[config.mk]
export PLATFORM = sky130hd
export DESIGN_NAME = usfc_usart_top
export DESIGN_NICKNAME = d
export VERILOG_FILES = /design/src/usfc_pkg.sv /design/src/usfc_baud.sv /design/src/usfc_rx.sv /design/src/usfc_usart_top.sv
export SDC_FILE = /design/constraint.sdc
export NUM_CORES = 1
export LEC_CHECK = 0
export BUFFER_PORTS_ARGS = -buffer_cell sky130_fd_sc_hd__buf_2
export CAP_MARGIN = 20
export CORE_ASPECT_RATIO = 0.75
export CORE_MARGIN = 8
export CORE_UTILIZATION = 55
export DETAILED_ROUTE_END_ITERATION = 10
export HOLD_SLACK_MARGIN = 0.15
export PLACE_DENSITY_LB_ADDON = 0.1
export SYNTH_ARGS = -nofsm -noshare
export SYNTH_HDL_FRONTEND = slang
export SYNTH_SLANG_ARGS = --single-unit
[constraint.sdc]
create_clock -name clk_sys_in -period 4.7 [get_ports clk_sys_in]
set_clock_uncertainty 0.2 [all_clocks]
set_input_delay 0.47 -clock clk_sys_in [delete_from_list [all_inputs] [get_ports clk_sys_in]]
set_output_delay 0.47 -clock clk_sys_in [all_outputs]
set_load 0.005 [all_outputs]
[src/usfc_pkg.sv]
`default_nettype none

// Shared register map, field positions, reset values and codes of the serial port block.
package usfc_pkg;

  // Byte offsets of the word registers on the bus.
  localparam logic [7:0] OFS_DATA    = 8'h00;
  localparam logic [7:0] OFS_STATUS  = 8'h04;
  localparam logic [7:0] OFS_CTRL_B  = 8'h08;
  localparam logic [7:0] OFS_FRAME   = 8'h0c;
  localparam logic [7:0] OFS_BAUD_LO = 8'h10;
  localparam logic [7:0] OFS_BAUD_HI = 8'h14;

  // Status register bits.
  localparam int ST_RX_DONE  = 7;
  localparam int ST_TX_DONE  = 6;
  localparam int ST_TX_EMPTY = 5;
  localparam int ST_FRAME_ER = 4;
  localparam int ST_OVERRUN  = 3;
  localparam int ST_PAR_ERR  = 2;
  localparam int ST_DBL_SPD  = 1;

  // Control register B bits.
  localparam int CB_TX_EN  = 3;
  localparam int CB_CSZ_HI = 2;
  localparam int CB_RX_B8  = 1;
  localparam int CB_TX_B8  = 0;

  // Frame format register fields.
  localparam int FR_MODE_LSB = 6;
  localparam int FR_PAR_LSB  = 4;
  localparam int FR_STOP     = 3;
  localparam int FR_CSZ_LSB  = 1;
  localparam int FR_POL      = 0;

  // Reset values.
  localparam logic [7:0]  FRAME_RST = 8'h06;
  localparam logic [11:0] BAUD_RST  = 12'h000;

  // Operating modes and parity codes.
  localparam logic [1:0] MODE_ASYNC = 2'h0;
  localparam logic [1:0] MODE_SYNC  = 2'h1;
  localparam logic [1:0] MODE_RSVD  = 2'h2;
  localparam logic [1:0] MODE_MSPI  = 2'h3;
  localparam logic [1:0] PAR_OFF    = 2'h0;
  localparam logic [1:0] PAR_RSVD   = 2'h1;
  localparam logic [1:0] PAR_EVEN   = 2'h2;
  localparam logic [1:0] PAR_ODD    = 2'h3;

  // Oversampling ticks per bit, normal and double speed.
  localparam logic [4:0] OS_NORMAL = 5'h10;
  localparam logic [4:0] OS_DOUBLE = 5'h08;

  // Data bits per character; reserved codes fall back to eight bits.
  function automatic logic [3:0] char_bits(input logic [2:0] code);
    logic [3:0] n;
    n = 4'h8;
    if (code == 3'h7) begin
      n = 4'h9;
    end else if (code[2] == 1'b0) begin
      n = 4'h5 + {2'h0, code[1:0]};
    end
    return n;
  endfunction

endpackage

`default_nettype wire

[src/usfc_baud.sv]
`default_nettype none

// Baud prescaler: one tick every divisor+1 clocks; in synchronous mode each tick toggles the serial clock.
module usfc_baud (
  input  wire logic        clk_sys_in,
  input  wire logic        sys_rst_in,
  input  wire logic [11:0] divisor_in,
  input  wire logic        reload_in,
  input  wire logic        sync_mode_in,
  output logic             os_tick_out,
  output logic             xck_out,
  output logic             xck_rise_out,
  output logic             xck_fall_out
);

  typedef struct packed {
    logic [11:0] cnt;
    logic        tick;
    logic        xck;
    logic        rise;
    logic        fall;
  } usfc_baud_st_t;

  usfc_baud_st_t s_r;
  usfc_baud_st_t s_nxt;

  // A reload restarts the count at once, so a divisor loaded with a reload never waits out the old period.
  always_comb begin
    s_nxt      = s_r;
    s_nxt.tick = 1'b0;
    s_nxt.rise = 1'b0;
    s_nxt.fall = 1'b0;
    if (reload_in) begin
      s_nxt.cnt = divisor_in;
    end else if (s_r.cnt == 12'h000) begin
      s_nxt.cnt  = divisor_in;
      s_nxt.tick = 1'b1;
      if (sync_mode_in) begin
        s_nxt.xck  = ~s_r.xck;
        s_nxt.rise = ~s_r.xck;
        s_nxt.fall = s_r.xck;
      end
    end else begin
      s_nxt.cnt = s_r.cnt - 12'h001;
    end
    if (!sync_mode_in) begin
      s_nxt.xck = 1'b0;
    end
  end

  // State register.
  always_ff @(posedge clk_sys_in) begin
    if (sys_rst_in) begin
      s_r <= '0;
    end else begin
      s_r <= s_nxt;
    end
  end

  assign os_tick_out  = s_r.tick;
  assign xck_out      = s_r.xck;
  assign xck_rise_out = s_r.rise;
  assign xck_fall_out = s_r.fall;

endmodule

`default_nettype wire

[src/usfc_rx.sv]
`default_nettype none

// Receiver: start detect, data, optional parity and one stop bit into a single holding buffer.
module usfc_rx (
  input  wire logic       clk_sys_in,
  input  wire logic       sys_rst_in,
  input  wire logic       rxd_pin_in,
  input  wire logic       os_tick_in,
  input  wire logic [4:0] ticks_per_bit_in,
  input  wire logic       sync_mode_in,
  input  wire logic       sample_edge_in,
  input  wire logic [3:0] char_bits_in,
  input  wire logic [1:0] parity_mode_in,
  input  wire logic       pop_in,
  output logic [8:0]      data_out,
  output logic            valid_out,
  output logic            frame_err_out,
  output logic            parity_err_out,
  output logic            overrun_out
);

  typedef enum logic [2:0] {RX_IDLE, RX_START, RX_DATA, RX_PAR, RX_STOP} usfc_rx_state_t;

  typedef struct packed {
    logic           sync1;
    logic           sync2;
    usfc_rx_state_t st;
    logic [4:0]     tcnt;
    logic [3:0]     bitn;
    logic [8:0]     sh;
    logic           par;
    logic           par_bad;
    logic [8:0]     buf_data;
    logic           valid;
    logic           fe;
    logic           pe;
    logic           dor;
  } usfc_rx_s_t;

  usfc_rx_s_t s_r;
  usfc_rx_s_t s_nxt;
  logic       samp;
  logic [4:0] tgt;

  // Async sampling lands mid-bit: half a bit after the falling start edge, then once per bit.
  always_comb begin
    s_nxt       = s_r;
    s_nxt.sync1 = rxd_pin_in;
    s_nxt.sync2 = s_r.sync1;
    samp        = 1'b0;
    tgt         = (s_r.st == RX_START) ? (ticks_per_bit_in >> 1) - 5'h01 : ticks_per_bit_in - 5'h01;
    if (sync_mode_in) begin
      samp = sample_edge_in;
    end else if (os_tick_in) begin
      if (s_r.tcnt == tgt) begin
        samp       = 1'b1;
        s_nxt.tcnt = 5'h00;
      end else begin
        s_nxt.tcnt = s_r.tcnt + 5'h01;
      end
    end
    if (pop_in) begin
      s_nxt.valid = 1'b0;
      s_nxt.fe    = 1'b0;
      s_nxt.pe    = 1'b0;
      s_nxt.dor   = 1'b0;
    end
    case (s_r.st)
      RX_IDLE: begin
        s_nxt.tcnt    = 5'h00;
        s_nxt.bitn    = 4'h0;
        s_nxt.sh      = 9'h000;
        s_nxt.par     = 1'b0;
        s_nxt.par_bad = 1'b0;
        if (sync_mode_in ? (samp && !s_r.sync2) : !s_r.sync2) begin
          s_nxt.st = sync_mode_in ? RX_DATA : RX_START;
        end
      end
      RX_START: begin
        if (samp) begin
          s_nxt.st = s_r.sync2 ? RX_IDLE : RX_DATA;
        end
      end
      RX_DATA: begin
        if (samp) begin
          s_nxt.sh[s_r.bitn] = s_r.sync2;
          s_nxt.par          = s_r.par ^ s_r.sync2;
          s_nxt.bitn         = s_r.bitn + 4'h1;
          if (s_r.bitn == char_bits_in - 4'h1) begin
            s_nxt.st = parity_mode_in[1] ? RX_PAR : RX_STOP;
          end
        end
      end
      RX_PAR: begin
        if (samp) begin
          s_nxt.par_bad = s_r.par ^ s_r.sync2 ^ parity_mode_in[0];
          s_nxt.st      = RX_STOP;
        end
      end
      RX_STOP: begin
        // Only the first stop bit is checked, whatever the transmit stop count is.
        if (samp) begin
          s_nxt.st = RX_IDLE;
          if (s_nxt.valid) begin
            s_nxt.dor = 1'b1;
          end else begin
            s_nxt.buf_data = s_r.sh;
            s_nxt.valid    = 1'b1;
            s_nxt.fe       = ~s_r.sync2;
            s_nxt.pe       = s_r.par_bad & parity_mode_in[1];
          end
        end
      end
      default: begin
        s_nxt.st = RX_IDLE;
      end
    endcase
  end

  // State register; the line idles high.
  always_ff @(posedge clk_sys_in) begin
    if (sys_rst_in) begin
      s_r       <= '0;
      s_r.sync1 <= 1'b1;
      s_r.sync2 <= 1'b1;
    end else begin
      s_r <= s_nxt;
    end
  end

  assign data_out       = s_r.buf_data;
  assign valid_out      = s_r.valid;
  assign frame_err_out  = s_r.fe;
  assign parity_err_out = s_r.pe;
  assign overrun_out    = s_r.dor;

endmodule

`default_nettype wire

[src/usfc_usart_top.sv]
// Local design decisions: the placing of the registers and the AHB-Lite interface to the registers.
`default_nettype none

// Behaviour
// - While enabled, the transmitter drives the transmit pin; otherwise it releases it.
// - Disabling waits until shift register and transmit buffer are both empty.
// - Mode field: 00 async, 01 sync, 10 reserved, 11 master SPI.
// - Parity field: 00 off, 01 reserved, 10 even, 11 odd.
// - With parity on, the transmitter computes and inserts parity per frame.
// - With parity on, the receiver checks parity and flags a mismatch.
// - Stop select zero sends one stop bit, one sends two.
// - The receiver ignores the stop-bit select.
// - Size code 000..011 gives 5..8 bits, 111 gives 9, others reserved.
// - Sync polarity 0: transmit on rising, sample on falling; 1 swaps both.
// - Baud divisor is 12 bits: high register bits 11:8, low register 7:0.
// - Writing the low divisor byte reloads the prescaler at once.
// - High divisor register bits 7:4 read zero; software writes zeros.
// - Double speed in async mode uses 8 ticks per bit instead of 16.
module usfc_usart_top (
  input  wire logic        clk_sys_in,
  input  wire logic        sys_rst_in,
  input  wire logic        hsel_in,
  input  wire logic [31:0] haddr_in,
  input  wire logic [1:0]  htrans_in,
  input  wire logic        hwrite_in,
  input  wire logic [2:0]  hsize_in,
  input  wire logic [31:0] hwdata_in,
  input  wire logic        hready_in,
  output logic      [31:0] hrdata_out,
  output logic             hreadyout_out,
  output logic             hresp_out,
  input  wire logic        receive_data_pin_in,
  output logic             transmit_data_pin_out,
  output logic             transmit_data_oe_out,
  output logic             serial_clock_pin_out,
  output logic             serial_clock_oe_out
);

  typedef enum logic [2:0] {TX_IDLE, TX_START, TX_DATA, TX_PAR, TX_STOP, TX_DONE} usfc_tx_state_t;

  typedef struct packed {
    logic [7:0]     frame;
    logic           tx_en;
    logic           csz_hi;
    logic           tx_b8;
    logic           dbl_spd;
    logic [11:0]    baud;
    logic           tx_done;
    logic [8:0]     tx_buf;
    logic           tx_full;
    usfc_tx_state_t st;
    logic [4:0]     tcnt;
    logic [3:0]     bitn;
    logic [8:0]     sh;
    logic           par;
    logic           stop2;
    logic           owns;
    logic           txd;
    logic           xck_oe;
    logic           wr_pend;
    logic [7:0]     ap_addr;
    logic [31:0]    hrdata;
    logic           hready;
  } usfc_top_st_t;

  usfc_top_st_t s_r;
  usfc_top_st_t s_nxt;

  logic [1:0] mode;
  logic [1:0] par_mode;
  logic       sync_mode;
  logic [4:0] tpb;
  logic [3:0] nbits;
  logic       os_tick;
  logic       xck;
  logic       xck_rise;
  logic       xck_fall;
  logic       tx_edge;
  logic       rx_edge;
  logic       step;
  logic       accept;
  logic       pop;
  logic       reload;
  logic [8:0] rx_data;
  logic       rx_valid;
  logic       rx_fe;
  logic       rx_pe;
  logic       rx_dor;
  logic [7:0] rd;

  // Frame configuration decode; reserved mode runs as asynchronous.
  assign mode      = s_r.frame[usfc_pkg::FR_MODE_LSB +: 2];
  assign par_mode  = s_r.frame[usfc_pkg::FR_PAR_LSB +: 2];
  assign sync_mode = (mode == usfc_pkg::MODE_SYNC) || (mode == usfc_pkg::MODE_MSPI);
  assign nbits     = usfc_pkg::char_bits({s_r.csz_hi, s_r.frame[usfc_pkg::FR_CSZ_LSB +: 2]});

  // Double speed only applies to asynchronous operation.
  assign tpb = (s_r.dbl_spd && !sync_mode) ? usfc_pkg::OS_DOUBLE : usfc_pkg::OS_NORMAL;

  // Clock edges per polarity: the transmitter changes on one edge, the receiver samples on the other.
  assign tx_edge = s_r.frame[usfc_pkg::FR_POL] ? xck_fall : xck_rise;
  assign rx_edge = s_r.frame[usfc_pkg::FR_POL] ? xck_rise : xck_fall;

  // Bus address phase taken only while no write is waiting for its data.
  assign accept = hsel_in && hready_in && htrans_in[1] && !s_r.wr_pend;
  assign pop    = accept && !hwrite_in && (haddr_in[7:0] == usfc_pkg::OFS_DATA);
  assign reload = s_r.wr_pend && (s_r.ap_addr == usfc_pkg::OFS_BAUD_LO);

  usfc_baud u_baud (
    .clk_sys_in   (clk_sys_in),
    .sys_rst_in   (sys_rst_in),
    .divisor_in   (s_nxt.baud),
    .reload_in    (reload),
    .sync_mode_in (sync_mode),
    .os_tick_out  (os_tick),
    .xck_out      (xck),
    .xck_rise_out (xck_rise),
    .xck_fall_out (xck_fall)
  );

  usfc_rx u_rx (
    .clk_sys_in       (clk_sys_in),
    .sys_rst_in       (sys_rst_in),
    .rxd_pin_in       (receive_data_pin_in),
    .os_tick_in       (os_tick),
    .ticks_per_bit_in (tpb),
    .sync_mode_in     (sync_mode),
    .sample_edge_in   (rx_edge),
    .char_bits_in     (nbits),
    .parity_mode_in   (par_mode),
    .pop_in           (pop),
    .data_out         (rx_data),
    .valid_out        (rx_valid),
    .frame_err_out    (rx_fe),
    .parity_err_out   (rx_pe),
    .overrun_out      (rx_dor)
  );

  // Read mux. The ninth received bit is read without popping, so it is safe to read it first.
  always_comb begin
    rd = 8'h00;
    if (haddr_in[7:0] == usfc_pkg::OFS_DATA) begin
      rd = rx_data[7:0];
    end else if (haddr_in[7:0] == usfc_pkg::OFS_STATUS) begin
      rd[usfc_pkg::ST_RX_DONE]  = rx_valid;
      rd[usfc_pkg::ST_TX_DONE]  = s_r.tx_done;
      rd[usfc_pkg::ST_TX_EMPTY] = ~s_r.tx_full;
      rd[usfc_pkg::ST_FRAME_ER] = rx_fe;
      rd[usfc_pkg::ST_OVERRUN]  = rx_dor;
      rd[usfc_pkg::ST_PAR_ERR]  = rx_pe;
      rd[usfc_pkg::ST_DBL_SPD]  = s_r.dbl_spd;
    end else if (haddr_in[7:0] == usfc_pkg::OFS_CTRL_B) begin
      rd[usfc_pkg::CB_TX_EN]  = s_r.tx_en;
      rd[usfc_pkg::CB_CSZ_HI] = s_r.csz_hi;
      rd[usfc_pkg::CB_RX_B8]  = rx_data[8];
      rd[usfc_pkg::CB_TX_B8]  = s_r.tx_b8;
    end else if (haddr_in[7:0] == usfc_pkg::OFS_FRAME) begin
      rd = s_r.frame;
    end else if (haddr_in[7:0] == usfc_pkg::OFS_BAUD_LO) begin
      rd = s_r.baud[7:0];
    end else if (haddr_in[7:0] == usfc_pkg::OFS_BAUD_HI) begin
      rd = {4'h0, s_r.baud[11:8]};
    end
  end

  // Transmit bit strobe: oversample count in async mode, the change edge in sync mode.
  always_comb begin
    step = 1'b0;
    if (sync_mode) begin
      step = tx_edge;
    end else if (os_tick && (s_r.tcnt == tpb - 5'h01)) begin
      step = 1'b1;
    end
  end

  // Next state: bus slave, register writes, transmitter and pin ownership.
  always_comb begin
    s_nxt        = s_r;
    s_nxt.xck_oe = sync_mode;
    if (os_tick && !sync_mode) begin
      s_nxt.tcnt = step ? 5'h00 : s_r.tcnt + 5'h01;
    end

    // Writes cost one wait state so a following read never sees stale data.
    if (s_r.wr_pend) begin
      s_nxt.wr_pend = 1'b0;
      s_nxt.hready  = 1'b1;
      if (s_r.ap_addr == usfc_pkg::OFS_DATA) begin
        if (!s_r.tx_full) begin
          s_nxt.tx_buf  = {s_r.tx_b8, hwdata_in[7:0]};
          s_nxt.tx_full = 1'b1;
        end
      end else if (s_r.ap_addr == usfc_pkg::OFS_STATUS) begin
        s_nxt.dbl_spd = hwdata_in[usfc_pkg::ST_DBL_SPD];
        if (hwdata_in[usfc_pkg::ST_TX_DONE]) begin
          s_nxt.tx_done = 1'b0;
        end
      end else if (s_r.ap_addr == usfc_pkg::OFS_CTRL_B) begin
        s_nxt.tx_en  = hwdata_in[usfc_pkg::CB_TX_EN];
        s_nxt.csz_hi = hwdata_in[usfc_pkg::CB_CSZ_HI];
        s_nxt.tx_b8  = hwdata_in[usfc_pkg::CB_TX_B8];
      end else if (s_r.ap_addr == usfc_pkg::OFS_FRAME) begin
        s_nxt.frame = hwdata_in[7:0];
      end else if (s_r.ap_addr == usfc_pkg::OFS_BAUD_LO) begin
        s_nxt.baud[7:0] = hwdata_in[7:0];
      end else if (s_r.ap_addr == usfc_pkg::OFS_BAUD_HI) begin
        s_nxt.baud[11:8] = hwdata_in[3:0];
      end
    end else if (accept) begin
      if (hwrite_in) begin
        s_nxt.wr_pend = 1'b1;
        s_nxt.ap_addr = haddr_in[7:0];
        s_nxt.hready  = 1'b0;
      end else begin
        s_nxt.hrdata = {24'h000000, rd};
      end
    end

    // Transmitter frame sequencer; each step emits the bit named by the state.
    case (s_r.st)
      TX_IDLE: begin
        s_nxt.txd = 1'b1;
        if (s_r.owns && s_r.tx_full) begin
          s_nxt.sh      = s_r.tx_buf;
          s_nxt.tx_full = 1'b0;
          s_nxt.st      = TX_START;
        end
      end
      TX_START: begin
        if (step) begin
          s_nxt.txd  = 1'b0;
          s_nxt.bitn = 4'h0;
          s_nxt.par  = 1'b0;
          s_nxt.st   = TX_DATA;
        end
      end
      TX_DATA: begin
        if (step) begin
          s_nxt.txd  = s_r.sh[s_r.bitn];
          s_nxt.par  = s_r.par ^ s_r.sh[s_r.bitn];
          s_nxt.bitn = s_r.bitn + 4'h1;
          if (s_r.bitn == nbits - 4'h1) begin
            s_nxt.st = par_mode[1] ? TX_PAR : TX_STOP;
          end
        end
      end
      TX_PAR: begin
        if (step) begin
          s_nxt.txd = s_r.par ^ par_mode[0];
          s_nxt.st  = TX_STOP;
        end
      end
      TX_STOP: begin
        if (step) begin
          s_nxt.txd   = 1'b1;
          s_nxt.stop2 = s_r.frame[usfc_pkg::FR_STOP] && !s_r.stop2;
          s_nxt.st    = s_nxt.stop2 ? TX_STOP : TX_DONE;
        end
      end
      TX_DONE: begin
        // A waiting character starts right at the end of the stop bit, with no idle gap.
        if (step) begin
          if (s_r.owns && s_r.tx_full) begin
            s_nxt.sh      = s_r.tx_buf;
            s_nxt.tx_full = 1'b0;
            s_nxt.txd     = 1'b0;
            s_nxt.bitn    = 4'h0;
            s_nxt.par     = 1'b0;
            s_nxt.st      = TX_DATA;
          end else begin
            s_nxt.st      = TX_IDLE;
            s_nxt.tx_done = 1'b1;
          end
        end
      end
      default: begin
        s_nxt.st = TX_IDLE;
      end
    endcase

    // Pin ownership: taken at once, released only once nothing is left to send.
    if (s_nxt.tx_en) begin
      s_nxt.owns = 1'b1;
    end else if (s_r.owns && (s_nxt.st == TX_IDLE) && !s_nxt.tx_full) begin
      s_nxt.owns = 1'b0;
    end
  end

  // State register; reset gives the default asynchronous 8N1 frame.
  always_ff @(posedge clk_sys_in) begin
    if (sys_rst_in) begin
      s_r        <= '0;
      s_r.frame  <= usfc_pkg::FRAME_RST;
      s_r.baud   <= usfc_pkg::BAUD_RST;
      s_r.txd    <= 1'b1;
      s_r.hready <= 1'b1;
    end else begin
      s_r <= s_nxt;
    end
  end

  assign hrdata_out            = s_r.hrdata;
  assign hreadyout_out         = s_r.hready;
  assign hresp_out             = 1'b0;
  assign transmit_data_pin_out = s_r.txd;
  assign transmit_data_oe_out  = s_r.owns;
  assign serial_clock_pin_out  = xck;
  assign serial_clock_oe_out   = s_r.xck_oe;

endmodule

`default_nettype wire

==> metrics.md <==
| Metric | Value |
|---|---|
| Pre-CTS setup slack | roughly 1.4 ns |
| I/O Buffers | 35 |
| Final WS setup | approximately 1.4 ns |
| Seq cells post-synth | about 130 |
| VDD IR max | roughly 240 uV |
| Via/cell ratio | around 5.8 |
| Ys Warns | 0 |
| EDFF count, synth | 0 |
| Routability cong. | about 0.85 |
| Top-area cell type share of the netlist area | 0.401 |
| Initial antenna violation count | 0 |
| HPWL Detailed | approximately 11000 um |
| Synth Flop Type | dfxtp_1 |
| Largest fanout on the critical path | 22 |
| Setup TNS | 0 ns |
| Num Clock Sinks | 133 |
| Setup repair after global routing missed its margin | no |
| Synth Cell Area | ~6600 sq um |
| Crit-path slowest cell | a221oi_4 |
| Drt pass-1 iters | 6 |
| Initial Util | 0.568 |
| Post-CTS sizing | 0 |
| Starting DRT DRC Count | roughly 480 |
| Ant. Diodes | 0 |
| Peak Freq | 0.304 GHz |
| Tmin final | approximately 3.3 ns |
| Placed cells | 912 |
| CTS H-tree depth | 4 |
| Crit path max-delay family | compound AO/OA/AOI/OAI gates |
| DRC Markers | 0 |
| Die area | ~16000 sq um |
| Die Ht | 111 um |
| CP Launch Type | register |
| Io pins | ~110 |
| Share of layout cells above drive strength 1 | 0.109 |
| Sequential share of the synthesized area | 0.401 |
| Die width | around 140 um |
| Area contributors post-synth | dfxtp_1 (40%), mux2i_1 (11%), nor2_1 (6.0%) |
| Max cap viols | 0 |
| Clock transition at path regs | 0.05 ns |
| Routed WL per cell | about 17 um |
| First-pass GRT wire length | around 26000 um |
| Power Density | about 410 nW/um^2 |
| Vias in the first global route | 5139 |
| Syn avg cell area | 8.66 sq um |
| Max clock buf depth | 2 |
| Commonest cells after routing, fill and taps aside | dfxtp_1 (133), nor2_1 (107), mux2i_1 (72), nand2_1 (62), a21oi_1 (47) |
| Global route overflow | 0 |
| Worst hold slack | between 0.15 and 0.2 ns |
| Final Hold Fails | 0 |
| Finished Layout Cells | 949 |
| Worst slew margin | 0.321 |
| Max Slew Vio Count | 0 |
| Status | finished clean |
| Core area | 11700 sq um |
| CP required | 4.84 ns |
| Worst-margin pin slew | roughly 1.0 ns |
| Fin crit share | 0.699 |
| Overall Global Routing Usage | 0.203 |
| Clk root buf | clkbuf_16 |
| Synthesized instance count | 767 |
| Synth unique cells | between 60 and 70 |
| # rows | 34 |
| Worst-Skew Late Latency | between 0.4 and 0.5 ns |
| WP data arrival | 3.43 ns |
| Async SR Flop Fraction | 0 |
| Largest net degree at the start of global routing | 81 |
| Most common cell after layout, fill and taps aside | dfxtp_1 |
| Final ANT Viol Nets | 0 |
| CP Cell Sequence | or3b_4 > or3_1 > a211o_1 > a221oi_4 > mux2_2 > nor2_1 |
| Final wirelength | roughly 16000 um |
| Kind of critical path | reg2reg |
| P&R area growth vs syn | 10.7% |
| Leakage power | roughly 2.8 nW |
| Yosys top cell by area | dfxtp_1 |
| Hold Crit Class | in2reg |
| Vias post-DR | around 5500 |
| Fin nets | between 800 and 900 |
| Crit path buffers/inverters | 0 |
| Clock buffer count from CTS | 17 |
| Crit. End Element | register |
| Final setup fails | 0 |
| Largest stage delay, worst path | between 0.7 and 0.8 ns |
| CTS tree | built |
[metal layers]
metal	up-vias	global-route usage	routed length, um
li1	2687	-	-
met3	17	0.0521	973
met2	169	0.310	7270
met1	2626	0.270	7610
met4	0	0.0727	211
met5	-	0	0
[flip-flops by register name, summed over array words and instances, names as in the netlist]
register and flops:
hrdata_out 8, hreadyout_out 1, mode 2, par_mode 2
s_r 63, serial_clock_oe_out 1, transmit_data_oe_out 1, transmit_data_pin_out 1
u_baud.os_tick_out 1, u_baud.s_r 12, u_baud.xck_fall_out 1, u_baud.xck_out 1
u_baud.xck_rise_out 1, u_rx.data_out 9, u_rx.frame_err_out 1, u_rx.overrun_out 1
u_rx.parity_err_out 1, u_rx.s_nxt 1, u_rx.s_r 24, u_rx.valid_out 1
[path summary, 6_finish.rpt]
path / start / end / slack [ns] / cells after the start
hold / removal: hwdata_in[4] / par_mode[0] / 0.16 / 3
setup reg to reg: u_rx.s_r[34] / u_rx.frame_err_out / 1.41 / 6
setup / recovery: u_rx.s_r[34] / u_rx.frame_err_out / 1.41 / 6
hold reg to reg: u_rx.s_nxt[36] / u_rx.s_r[36] / 0.22 / 1
[final cells by class]
cell class	count	area, sq um
fillers	1019	4340
multi-input cells	563	3570
flip-flops and latches	133	2660
clock buffers	21	470
repair buffers	44	258
well taps	162	203
clock inverters	9	128
inverters	17	63.8
[Yosys cell counts, types with 3 or more instances]
library cell    n
mux2i_1        72
nor2_1        107
nand4_1        12
or3_1           8
a211oi_1        5
xor2_1         12
buf_2           3
a222oi_1        4
a22oi_1         4
a31oi_1         9
nor4_1         10
and3_1          3
inv_1          17
a21o_1          5
nand4b_1        3
nor3b_1         5
xnor2_1        16
o21ai_0        13
clkbuf_1       36
dfxtp_1       133
a21oi_1        47
nor2b_1         8
nand2b_1       13
a2111oi_0       5
ha_1           10
or2_2           3
nor3_1         21
buf_4          34
nand3_1        23
o211ai_1        7
a211o_1         4
nand2_1        62
o32ai_1         7
[report_power, final]
| group | switching (mW) | internal, mW | total [mW] |
|---|---|---|---|
| logic | 0.272 | 0.187 | 0.459 |
| registers | 0.0509 | 1.18 | 1.23 |
| clock network | 0.472 | 0.867 | 1.34 |
[through the flow]
| stage | instance area, sq um | utilization | power, mW |
|---|---|---|---|
| after floorplan | 6740 | - | 1.62 |
| after global placement | 6690 | 0.572 | 1.69 |
| after detailed placement | 6690 | 0.572 | 1.70 |
| after CTS | 7350 | 0.628 | 3.05 |
| after global routing | 7360 | 0.629 | 3.16 |
| final | 7360 | 0.629 | 3.03 |
[worst min-delay path: stages]
cell and delay, ns:
buf_2 0.12, mux2i_1 0.07, nor2_1 0.08
[timing repair]
item                                   CTS  global route
setup buffers                            0             0
endpoints found under the hold margin    6             0
hold buffers                             6             0
[kinds of logic after synthesis]
| kind of cell | share of synthesized area |
|---|---|
| and+or+nand+nor | 0.210 |
| AOI/OAI and AO/OA | 0.139 |
| DFF | 0.401 |
| buffers and inverters | 0.0774 |
| muxes | 0.117 |
| xor gates and xnor gates | 0.0369 |
| adders and majority gates | 0.0188 |
| other | 0.000564 |
(Power assumes the default switching activity.)
